===== config.mk =====
export PLATFORM = sky130hd
export DESIGN_NAME = hbc_core
export DESIGN_NICKNAME = d
export VERILOG_FILES = /design/src/hw/hbc_pkg.sv /design/src/hw/hbc_core.sv /design/src/hw/hbc_activity_mon.sv
export SDC_FILE = /design/constraint.sdc
export NUM_CORES = 1
export LEC_CHECK = 0
export CORE_MARGIN = 5
export CORE_UTILIZATION = 45
export DETAILED_ROUTE_END_ITERATION = 16
export DONT_BUFFER_PORTS = 1
export PLACE_DENSITY = 0.62
export SLEW_MARGIN = 30
export SYNTH_ARGS = -nofsm -noshare
export SYNTH_HDL_FRONTEND = slang
export SYNTH_SLANG_ARGS = --single-unit

===== constraint.sdc =====
create_clock -name clk -period 3.8 [get_ports clk]
set_clock_uncertainty 0.1 [all_clocks]
set_input_delay 0.76 -clock clk [delete_from_list [all_inputs] [get_ports clk]]
set_output_delay 0.76 -clock clk [all_outputs]
set_load 0.01 [all_outputs]

===== src/hw/hbc_pkg.sv =====
/*
 * Shared constants and types for the H-bridge control and fault logic:
 * fault code encodings, code bit positions, reset values, counter width
 * and the operating mode enumeration.
 * Assumes a single 100 MHz clock and no register bus.
 */
package hbc_pkg;

   // ----------------------------------------------------------------
   // activity detector
   // ----------------------------------------------------------------
   localparam int ACT_CNT_W = 16;

   // ----------------------------------------------------------------
   // fault codes as {shutdown, code bit1, code bit0}
   // ----------------------------------------------------------------
   localparam logic [2:0] CODE_ILLEGAL  = 3'h0;
   localparam logic [2:0] CODE_SHORT    = 3'h1;
   localparam logic [2:0] CODE_OVERTEMP = 3'h2;
   localparam logic [2:0] CODE_LOWREG   = 3'h3;
   localparam logic [2:0] CODE_WARN     = 3'h6;
   localparam logic [2:0] CODE_NORMAL   = 3'h7;

   localparam int CODE_SD_POS = 2;
   localparam int CODE_B1_POS = 1;
   localparam int CODE_B0_POS = 0;

   // ----------------------------------------------------------------
   // reset values
   // ----------------------------------------------------------------
   localparam logic SHORT_LATCH_RST = 1'b0;
   localparam logic HOT_LATCH_RST   = 1'b0;
   localparam logic BRIDGE_OUT_RST  = 1'b0;
   localparam logic BRIDGE_OE_RST   = 1'b0;
   localparam logic STATUS_OE_RST   = 1'b0;

   // ----------------------------------------------------------------
   // operating mode, highest priority first
   // ----------------------------------------------------------------
   typedef enum logic [2:0] {
      MODE_SLEEP,
      MODE_MUTE,
      MODE_SHORT,
      MODE_ILLEGAL,
      MODE_HOT,
      MODE_LOWREG,
      MODE_RUN
   } hbc_mode_t;

endpackage


===== src/hw/hbc_core.sv =====
/*
 * Control and protection logic of a mono PWM power output stage: decodes
 * two complementary PWM pairs into half-bridge states, handles sleep and
 * mute-reset, latches short circuits and reports faults on an open-drain
 * three-bit code.
 * Assumes all inputs synchronous to clk; analog sensors arrive as levels.
 */
// Overview of operation
// B output follows pos/neg pair: 10 gives high, 01 gives low.
// A output decodes its own pair the same way.
// Equal pair inputs, low regulator or overheat force outputs low.
// Over-current shutdown leaves the outputs floating instead.
// Sleep low floats both outputs whatever else happens.
// Sleep low releases shutdown and both fault code pins.
// Mute-reset forces both outputs low and clears short latch.
// Sleep overrides mute-reset when both are asserted.
// During mute-reset all PWM inputs are ignored, outputs low.
// Short circuit latches float-state shutdown until mute-reset.
// Illegal input, overheat, low regulator recover when they clear.
// Stalled PWM activity counts as illegal input.
// Fault codes 000,001,010,011,110,111; 100 and 101 never appear.
// Warning temperature pulls code bit0 low, decoding continues.
// Overheat shutdown sets at high threshold, clears at warning level.
// Low regulator level raises its fault until the level returns.
// Status pins only drive low or release, never drive high.
// Partner keeps mute-reset low at power-up for 1 ms.
// Partner holds mute-reset 1 ms for reinitialization.
// Any fault shuts outputs down at once and pulls shutdown low.
// A counter flags stalled inputs after a configurable idle window.
`timescale 1ns/10ps

module hbc_core
(
   input  wire logic                          clk,
   input  wire logic                          rst_b,
   input  wire logic                          sleep_n,
   input  wire logic                          mute_b,
   input  wire logic                          drive_a_pos,
   input  wire logic                          drive_a_neg,
   input  wire logic                          drive_b_pos,
   input  wire logic                          drive_b_neg,
   input  wire logic                          over_current,
   input  wire logic                          temp_above_warn,
   input  wire logic                          temp_above_shut,
   input  wire logic                          regulator_out_a_ok,
   input  wire logic                          regulator_out_b_ok,
   input  wire logic [hbc_pkg::ACT_CNT_W-1:0] idle_limit,
   output logic                               bridge_out_a,
   output logic                               bridge_out_a_oe,
   output logic                               bridge_out_b,
   output logic                               bridge_out_b_oe,
   output logic                               shutdown_o,
   output logic                               shutdown_oe,
   output logic                               fault_code_bit1_o,
   output logic                               fault_code_bit1_oe,
   output logic                               fault_code_bit0_o,
   output logic                               fault_code_bit0_oe
);

   logic                 short_ff;
   logic                 hot_ff;
   logic                 stall_a;
   logic                 stall_b;
   logic                 pwm_live;
   logic                 illegal;
   logic                 reg_low;
   hbc_pkg::hbc_mode_t   mode;
   logic [2:0]           code;
   logic                 nxt_out_a;
   logic                 nxt_oe_a;
   logic                 nxt_out_b;
   logic                 nxt_oe_b;
   logic                 nxt_status_en;
   logic                 out_a_ff;
   logic                 oe_a_ff;
   logic                 out_b_ff;
   logic                 oe_b_ff;
   logic                 sd_oe_ff;
   logic                 b1_oe_ff;
   logic                 b0_oe_ff;

   // ----------------------------------------------------------------
   // activity monitors, one per pair
   // ----------------------------------------------------------------
   // reset ignores the inputs, so the idle count restarts there too
   assign pwm_live = sleep_n && mute_b;

   hbc_activity_mon u_act_a
   (
      .clk        (clk),
      .rst_b      (rst_b),
      .enable     (pwm_live),
      .sig_pos    (drive_a_pos),
      .sig_neg    (drive_a_neg),
      .idle_limit (idle_limit),
      .stalled    (stall_a)
   );

   hbc_activity_mon u_act_b
   (
      .clk        (clk),
      .rst_b      (rst_b),
      .enable     (pwm_live),
      .sig_pos    (drive_b_pos),
      .sig_neg    (drive_b_neg),
      .idle_limit (idle_limit),
      .stalled    (stall_b)
   );

   // ----------------------------------------------------------------
   // fault conditions
   // ----------------------------------------------------------------
   // equal levels on either pair, or lost toggling, is illegal
   assign illegal = (drive_a_pos == drive_a_neg)
                 || (drive_b_pos == drive_b_neg)
                 || stall_a || stall_b;
   assign reg_low = !regulator_out_a_ok
                 || !regulator_out_b_ok;

   // short latch: mute-reset clears and wins over a new event, since a
   // mute-reset must clear the short fault (not hot_ff); sleep blocks both set and clear
   always_ff @(posedge clk or negedge rst_b)
   begin
      if (!rst_b)
         short_ff <= hbc_pkg::SHORT_LATCH_RST;
      else if (sleep_n && !mute_b)
         short_ff <= 1'b0;
      else if (sleep_n && over_current)
         short_ff <= 1'b1;
   end

   // overheat with hysteresis: set above shut level, clear below warning
   always_ff @(posedge clk or negedge rst_b)
   begin
      if (!rst_b)
         hot_ff <= hbc_pkg::HOT_LATCH_RST;
      else if (temp_above_shut)
         hot_ff <= 1'b1;
      else if (!temp_above_warn)
         hot_ff <= 1'b0;
   end

   // ----------------------------------------------------------------
   // mode selection, strict priority
   // ----------------------------------------------------------------
   // the live over_current term makes the shutdown take effect in the
   // same cycle the latch is set, not one later
   always_comb
   begin
      if (!sleep_n)
         mode = hbc_pkg::MODE_SLEEP;
      else if (!mute_b)
         mode = hbc_pkg::MODE_MUTE;
      else if (short_ff || over_current)
         mode = hbc_pkg::MODE_SHORT;
      else if (illegal)
         mode = hbc_pkg::MODE_ILLEGAL;
      else if (hot_ff || temp_above_shut)
         mode = hbc_pkg::MODE_HOT;
      else if (reg_low)
         mode = hbc_pkg::MODE_LOWREG;
      else
         mode = hbc_pkg::MODE_RUN;
   end

   // ----------------------------------------------------------------
   // output decode per mode
   // ----------------------------------------------------------------
   always_comb
   begin
      nxt_out_a     = 1'b0;
      nxt_out_b     = 1'b0;
      nxt_oe_a      = 1'b1;
      nxt_oe_b      = 1'b1;
      nxt_status_en = 1'b1;
      code          = hbc_pkg::CODE_NORMAL;
      unique case (mode)
         hbc_pkg::MODE_SLEEP:
         begin
            nxt_oe_a      = 1'b0;
            nxt_oe_b      = 1'b0;
            nxt_status_en = 1'b0;
         end
         hbc_pkg::MODE_MUTE:
         begin
            code = hbc_pkg::CODE_NORMAL;
         end
         hbc_pkg::MODE_SHORT:
         begin
            nxt_oe_a = 1'b0;
            nxt_oe_b = 1'b0;
            code     = hbc_pkg::CODE_SHORT;
         end
         hbc_pkg::MODE_ILLEGAL:
         begin
            code = hbc_pkg::CODE_ILLEGAL;
         end
         hbc_pkg::MODE_HOT:
         begin
            code = hbc_pkg::CODE_OVERTEMP;
         end
         hbc_pkg::MODE_LOWREG:
         begin
            code = hbc_pkg::CODE_LOWREG;
         end
         hbc_pkg::MODE_RUN:
         begin
            nxt_out_a = drive_a_pos;
            nxt_out_b = drive_b_pos;
            code      = temp_above_warn ? hbc_pkg::CODE_WARN
                                        : hbc_pkg::CODE_NORMAL;
         end
      endcase
   end

   // ----------------------------------------------------------------
   // registered bridge drive
   // ----------------------------------------------------------------
   // reset floats the bridge so nothing switches before the first edge
   always_ff @(posedge clk or negedge rst_b)
   begin
      if (!rst_b)
      begin
         out_a_ff <= hbc_pkg::BRIDGE_OUT_RST;
         oe_a_ff  <= hbc_pkg::BRIDGE_OE_RST;
         out_b_ff <= hbc_pkg::BRIDGE_OUT_RST;
         oe_b_ff  <= hbc_pkg::BRIDGE_OE_RST;
      end
      else
      begin
         out_a_ff <= nxt_out_a;
         oe_a_ff  <= nxt_oe_a;
         out_b_ff <= nxt_out_b;
         oe_b_ff  <= nxt_oe_b;
      end
   end

   // ----------------------------------------------------------------
   // registered open-drain status pins
   // ----------------------------------------------------------------
   // a zero code bit means pull low; a one bit is only a release
   always_ff @(posedge clk or negedge rst_b)
   begin
      if (!rst_b)
      begin
         sd_oe_ff <= hbc_pkg::STATUS_OE_RST;
         b1_oe_ff <= hbc_pkg::STATUS_OE_RST;
         b0_oe_ff <= hbc_pkg::STATUS_OE_RST;
      end
      else
      begin
         // codes 100 and 101 have no mode, so they are never built
         sd_oe_ff <= nxt_status_en && !code[hbc_pkg::CODE_SD_POS];
         b1_oe_ff <= nxt_status_en && !code[hbc_pkg::CODE_B1_POS];
         b0_oe_ff <= nxt_status_en && !code[hbc_pkg::CODE_B0_POS];
      end
   end

   assign bridge_out_a       = out_a_ff;
   assign bridge_out_a_oe    = oe_a_ff;
   assign bridge_out_b       = out_b_ff;
   assign bridge_out_b_oe    = oe_b_ff;
   // drive value fixed low so the pins wire-OR safely
   assign shutdown_o         = 1'b0;
   assign fault_code_bit1_o  = 1'b0;
   assign fault_code_bit0_o  = 1'b0;
   assign shutdown_oe        = sd_oe_ff;
   assign fault_code_bit1_oe = b1_oe_ff;
   assign fault_code_bit0_oe = b0_oe_ff;

   // ----------------------------------------------------------------
   // assertions
   // ----------------------------------------------------------------
   a_sleep_float:
   assert property (@(posedge clk) disable iff (!rst_b)
      !sleep_n |=> !bridge_out_a_oe && !bridge_out_b_oe)
      else $error("bridge driven while asleep");

   a_sleep_release:
   assert property (@(posedge clk) disable iff (!rst_b)
      !sleep_n |=> !shutdown_oe && !fault_code_bit1_oe
                   && !fault_code_bit0_oe)
      else $error("status pin pulled while asleep");

   a_mute_lowlow:
   assert property (@(posedge clk) disable iff (!rst_b)
      sleep_n && !mute_b |=> bridge_out_a_oe && bridge_out_b_oe
                             && !bridge_out_a && !bridge_out_b
                             && !shutdown_oe)
      else $error("mute-reset did not give low-low");

   a_mute_clears:
   assert property (@(posedge clk) disable iff (!rst_b)
      sleep_n && !mute_b |=> !short_ff)
      else $error("short latch survived mute-reset");

   a_short_float:
   assert property (@(posedge clk) disable iff (!rst_b)
      sleep_n && mute_b && over_current
      |=> !bridge_out_a_oe && !bridge_out_b_oe && shutdown_oe
          && !fault_code_bit0_oe && fault_code_bit1_oe)
      else $error("over-current did not float outputs");

   // only a mute-reset sampled low may clear the latch; sleep keeps it
   a_short_holds:
   assert property (@(posedge clk) disable iff (!rst_b)
      short_ff && mute_b |=> short_ff)
      else $error("short latch dropped without reset");

   a_illegal_low:
   assert property (@(posedge clk) disable iff (!rst_b)
      sleep_n && mute_b && !short_ff && !over_current
      && (drive_b_pos == drive_b_neg)
      |=> bridge_out_a_oe && !bridge_out_a && bridge_out_b_oe
          && !bridge_out_b && shutdown_oe && fault_code_bit1_oe
          && fault_code_bit0_oe)
      else $error("equal inputs not reported as illegal");

   a_decode_b:
   assert property (@(posedge clk) disable iff (!rst_b)
      mode == hbc_pkg::MODE_RUN
      |=> bridge_out_b_oe && (bridge_out_b == $past(drive_b_pos))
          && (bridge_out_a == $past(drive_a_pos)) && !shutdown_oe)
      else $error("normal decode wrong");

   a_hot_hyst:
   assert property (@(posedge clk) disable iff (!rst_b)
      hot_ff && temp_above_warn |=> hot_ff)
      else $error("overheat cleared above warning level");

   a_warn_code:
   assert property (@(posedge clk) disable iff (!rst_b)
      mode == hbc_pkg::MODE_RUN && temp_above_warn
      |=> fault_code_bit0_oe && !fault_code_bit1_oe && !shutdown_oe)
      else $error("warning code not shown");

   a_lowreg_code:
   assert property (@(posedge clk) disable iff (!rst_b)
      mode == hbc_pkg::MODE_LOWREG
      |=> bridge_out_a_oe && !bridge_out_a && bridge_out_b_oe
          && !bridge_out_b && shutdown_oe && !fault_code_bit1_oe
          && !fault_code_bit0_oe)
      else $error("low regulator code or outputs wrong");

   a_no_reserved:
   assert property (@(posedge clk) disable iff (!rst_b)
      !shutdown_oe |-> !fault_code_bit1_oe)
      else $error("reserved fault code produced");

endmodule


===== src/hw/hbc_activity_mon.sv =====
/*
 * Watches one complementary PWM pair for toggling activity and flags a
 * stall when no transition is seen for idle_limit clock cycles.
 * Assumes inputs are synchronous to clk; idle_limit of zero disables it.
 */
`timescale 1ns/10ps

module hbc_activity_mon
(
   input  wire logic                          clk,
   input  wire logic                          rst_b,
   input  wire logic                          enable,
   input  wire logic                          sig_pos,
   input  wire logic                          sig_neg,
   input  wire logic [hbc_pkg::ACT_CNT_W-1:0] idle_limit,
   output logic                               stalled
);

   logic [1:0]                      prev_ff;
   logic [hbc_pkg::ACT_CNT_W-1:0]   cnt_ff;
   logic [hbc_pkg::ACT_CNT_W-1:0]   nxt_cnt;
   logic                            stall_ff;
   logic                            toggled;

   // ----------------------------------------------------------------
   // transition detection
   // ----------------------------------------------------------------
   assign toggled = ({sig_pos, sig_neg} != prev_ff);

   always_ff @(posedge clk or negedge rst_b)
   begin
      if (!rst_b)
         prev_ff <= 2'h0;
      else
         prev_ff <= {sig_pos, sig_neg};
   end

   // ----------------------------------------------------------------
   // idle counter, saturates at the limit
   // ----------------------------------------------------------------
   always_comb
   begin
      nxt_cnt = cnt_ff;
      if (!enable || toggled)
         nxt_cnt = '0;
      else if (cnt_ff < idle_limit)
         nxt_cnt = cnt_ff + 1'b1;
   end

   always_ff @(posedge clk or negedge rst_b)
   begin
      if (!rst_b)
         cnt_ff <= '0;
      else
         cnt_ff <= nxt_cnt;
   end

   // registered flag; zero limit keeps detection off
   always_ff @(posedge clk or negedge rst_b)
   begin
      if (!rst_b)
         stall_ff <= 1'b0;
      else
         stall_ff <= enable && (idle_limit != '0)
                     && (nxt_cnt >= idle_limit);
   end

   assign stalled = stall_ff;

endmodule


==> metrics.txt <==
outcome complete, no violations; total die area roughly 10000 um2; path type of the worst min-delay path in -> async; Residual DRC 0; number of distinct library cell variants in the gate-level netlist after synthesis between 40 and 50; clock period minus final worst setup slack about 3.7 ns; cell count after synthesis a little over 400; number of cells traversed by the worst register-to-register path 13; critical path capture point type flop; sum of net half-perimeters after detailed placement between 8 and 9 mm; leakage power of the design approximately 2.2 nW; maximum number of pins on one net before global-route repair 47; H-tree lvl count 2; cell type with the largest total area after synthesis sky130_fd_sc_hd__dfrtp_1; number of buffers created by CTS 5; hold_ws approximately 0.032 ns; top cells by area, synth sky130_fd_sc_hd__dfrtp_1 32%, sky130_fd_sc_hd__ha_1 22%, sky130_fd_sc_hd__a21oi_1 4.1%; I/O Buffers 0; sequential share of power between 50% and 60%; Max Clock Freq 270 MHz; count of warnings emitted by yosys 0; Avg Synthesized Cell Area ~9.0 um2; num ports 39; Area Growth Syn to Fin 25.6%; core region area roughly 7800 um2; horizontal extent of the die between 100 and 150 um; number of vias per cell around 6; initial core utilization approximately 47%; maximum fanout encountered on the critical timing path 3; clock insertion delay at the later pin of the skew report a little over 0.3 ns; max_cap viols 0; combinational group share of total power between 10 and 15%; Worst slew margin between 50% and 60%; TritonCTS clock tree yes; share of the yosys chip area belonging to registers between 30% and 40%; number of nets with antenna violations after routing 0; number of buffers inserted for hold repair after clock tree synthesis 0; Clock Pin Slew Worst Setup and Hold Paths ~0.09 ns; top library cells by usage in the layout, fill and taps aside 70 x sky130_fd_sc_hd__buf_4, 58 x sky130_fd_sc_hd__ha_1, 46 x sky130_fd_sc_hd__dfrtp_1, 25 x sky130_fd_sc_hd__nand2_1, 25 x sky130_fd_sc_hd__a21oi_1; total number of clock tree sinks 46; final count of negative-setup-slack endpoints 0; mean routed wirelength per cell between 15 and 20 um; internal power component between 0.7 and 0.8 mW; Placement Rows 32; total gr overflow 0; power share of the clock group around 34%; number of search-and-repair iterations in the first detailed-routing pass 4; CTS Root Cell sky130_fd_sc_hd__clkbuf_8; number of synthesized register bits between 40 and 50; count of endpoints failing hold in the final timing report 0; critical path class in -> reg; final estimated routing congestion in global placement between 0.9 and 1; detailed-route via count 3364; Max Root-Sink Buffers 2; number of pins exceeding their max-slew limit in the final report 0; commonest non-fill, non-tap cell in the layout sky130_fd_sc_hd__buf_4; startpoint types primary input; net count reported at finish between 500 and 600; ratio of total power to cell area just over 200 nW/um2; overall track demand over capacity in global routing between 20% and 30%; global-route wire length before repair around 16 mm; total power consumption of the routed design between 0.9 and 1 mW; Antenna diodes 0; fraction of post-synthesis cell area in the top cell type by area about a third; Worst IR Drop VDD between 0.1 and 0.15 mV; Mapped Area roughly 3600 um2; slew at the pin with the worst max-slew slack around 0.66 ns; final period utilization between 90% and 100%; net switching power of the design between 0.2 and 0.25 mW; wire length after detailed routing between 10 and 15 mm; Worst EP arrival 3.81 ns; overall die height between 100 and 150 um; vias in the first global route ~3300; unrepaired setup endpoints after global routing true; antenna violations before repair 0; Req. time, crit path around 3.9 ns; Switching Fraction 25.8%; first-iteration detailed-routing DRC count 116; share of post-route cells with drive strength above 1 about a quarter
==> metal layers <==
metal / part of all wire (%) / track usage, % / vias up
met4: 3.1 / 6.94 / 0
met3: 2.9 / 3.75 / 24
li1: - / - / 1646
met1: 44 / 27.2 / 1635
met2: 50 / 34.6 / 59
met5: 0 / 0 / -
==> cells in the mapped netlist <==
cell,number
sky130_fd_sc_hd__or2_2,2
sky130_fd_sc_hd__o2111ai_1,1
sky130_fd_sc_hd__o211ai_1,4
sky130_fd_sc_hd__o21ai_0,26
sky130_fd_sc_hd__mux2i_1,1
sky130_fd_sc_hd__a311o_1,1
sky130_fd_sc_hd__nand2_1,25
sky130_fd_sc_hd__and4_1,5
sky130_fd_sc_hd__and2_2,1
sky130_fd_sc_hd__o21a_1,5
sky130_fd_sc_hd__nor4_1,6
sky130_fd_sc_hd__and3_1,6
sky130_fd_sc_hd__and4_2,1
sky130_fd_sc_hd__a41o_1,1
sky130_fd_sc_hd__a21oi_1,30
sky130_fd_sc_hd__o21ai_1,1
sky130_fd_sc_hd__or3_1,11
sky130_fd_sc_hd__nor2b_1,3
sky130_fd_sc_hd__a211oi_1,6
sky130_fd_sc_hd__a21o_1,6
sky130_fd_sc_hd__dfrtp_1,46
sky130_fd_sc_hd__nor3_1,5
sky130_fd_sc_hd__buf_4,4
sky130_fd_sc_hd__xnor2_1,5
sky130_fd_sc_hd__xor2_1,14
sky130_fd_sc_hd__a2111oi_0,5
sky130_fd_sc_hd__a22oi_1,1
sky130_fd_sc_hd__nand2b_1,7
sky130_fd_sc_hd__a31oi_1,2
sky130_fd_sc_hd__nor2_1,25
sky130_fd_sc_hd__ha_1,64
sky130_fd_sc_hd__or3_2,1
sky130_fd_sc_hd__nand3_1,14
sky130_fd_sc_hd__or4_1,7
sky130_fd_sc_hd__nand4_1,19
sky130_fd_sc_hd__a311oi_1,2
sky130_fd_sc_hd__o31ai_1,5
sky130_fd_sc_hd__or2b_2,1
sky130_fd_sc_hd__a21boi_0,1
sky130_fd_sc_hd__a2111o_1,2
sky130_fd_sc_hd__clkbuf_1,6
sky130_fd_sc_hd__inv_1,24
sky130_fd_sc_hd__conb_1,1
==> through the flow <==
| step | cells | area (um2) | worst slack (ns) | setup TNS [ns] | util, % |
|---|---|---|---|---|---|
| 3_3_place_gp | 565 | 4280 | -0.301 | -0.567 | 54.9 |
| 5_1_grt | 576 | 4580 | -0.0730 | -0.137 | 58.7 |
| 4_1_cts | 575 | 4400 | 0.00248 | 0 | 56.3 |
| 3_5_place_dp | 565 | 4280 | -0.390 | -0.697 | 54.9 |
| 2_1_floorplan | 405 | 3700 | -0.0514 | -0.0514 | - |
| 6_report | 576 | 4580 | 0.0955 | 0 | 58.7 |
==> power groups by stage <==
stage                     sequential [mW]  combinational (mW)  clock, mW
after floorplan                     0.511              0.0690          0
after global placement              0.513               0.108          0
after detailed placement            0.513               0.111          0
after CTS                           0.503               0.112      0.330
after global routing                0.504               0.136      0.355
final                               0.503               0.122      0.324
==> cell families after synthesis <==
family                     share of synthesized area [%]
adders and majority gates                           22.0
and+or+nand+nor                                     20.6
AOI/OAI and AO/OA                                   17.0
xor gates and xnor gates                            4.56
DFF                                                 31.6
other                                              0.103
muxes                                              0.275
buffers and inverters                               3.91
==> flip-flops by register name, indices dropped and copies added (netlist names), 2 cells and up <==
name             count
u_act_a.prev_ff      2
u_act_b.cnt_ff      16
u_act_b.prev_ff      2
u_act_a.cnt_ff      16
==> critical path: stages <==
cell and delay (ns):
sky130_fd_sc_hd__clkinvlp_4 0.11, sky130_fd_sc_hd__ha_4 0.24, sky130_fd_sc_hd__o21ai_2 0.04, sky130_fd_sc_hd__or2b_4 0.28, sky130_fd_sc_hd__a311o_1 0.40, sky130_fd_sc_hd__a21o_1 0.21
sky130_fd_sc_hd__or4_4 0.50, sky130_fd_sc_hd__a21oi_4 0.19, sky130_fd_sc_hd__ha_4 0.23, sky130_fd_sc_hd__nand4_1 0.12, sky130_fd_sc_hd__nor2_2 0.06, sky130_fd_sc_hd__a2111oi_2 0.34
sky130_fd_sc_hd__nand3_1 0.11, sky130_fd_sc_hd__a31oi_1 0.15, sky130_fd_sc_hd__nor3_1 0.07
==> worst paths after layout <==
kind	start	to	slack, ns
min in group clk	drive_b_neg	u_act_b.prev_ff[0]	0.38
setup / recovery	idle_limit[3]	u_act_b.stalled	0.1
max in group asynchronous	rst_b	u_act_a.cnt_ff[3]	3.46
hold reg to reg	short_ff	fault_code_bit0_oe	0.38
setup reg to reg	u_act_b.cnt_ff[1]	u_act_b.stalled	0.16
hold / removal	rst_b	u_act_b.cnt_ff[8]	0.03
==> layout make-up <==
type | count | area [um2]
well taps | 102 | 128
clock inverters | 1 | 5.00
multi-input cells | 325 | 2560
repair buffers | 71 | 537
flip-flops and latches | 46 | 1150
inverters | 24 | 114
clock buffers | 7 | 86.3
fillers | 706 | 3230
==> what timing repair did <==
item,in CTS,in global routing
endpoints found under the setup margin,1,2
pin swaps,2,13
setup buffers,2,1
resized for setup,4,36
No activity file was read; power rests on OpenSTA's default activity.
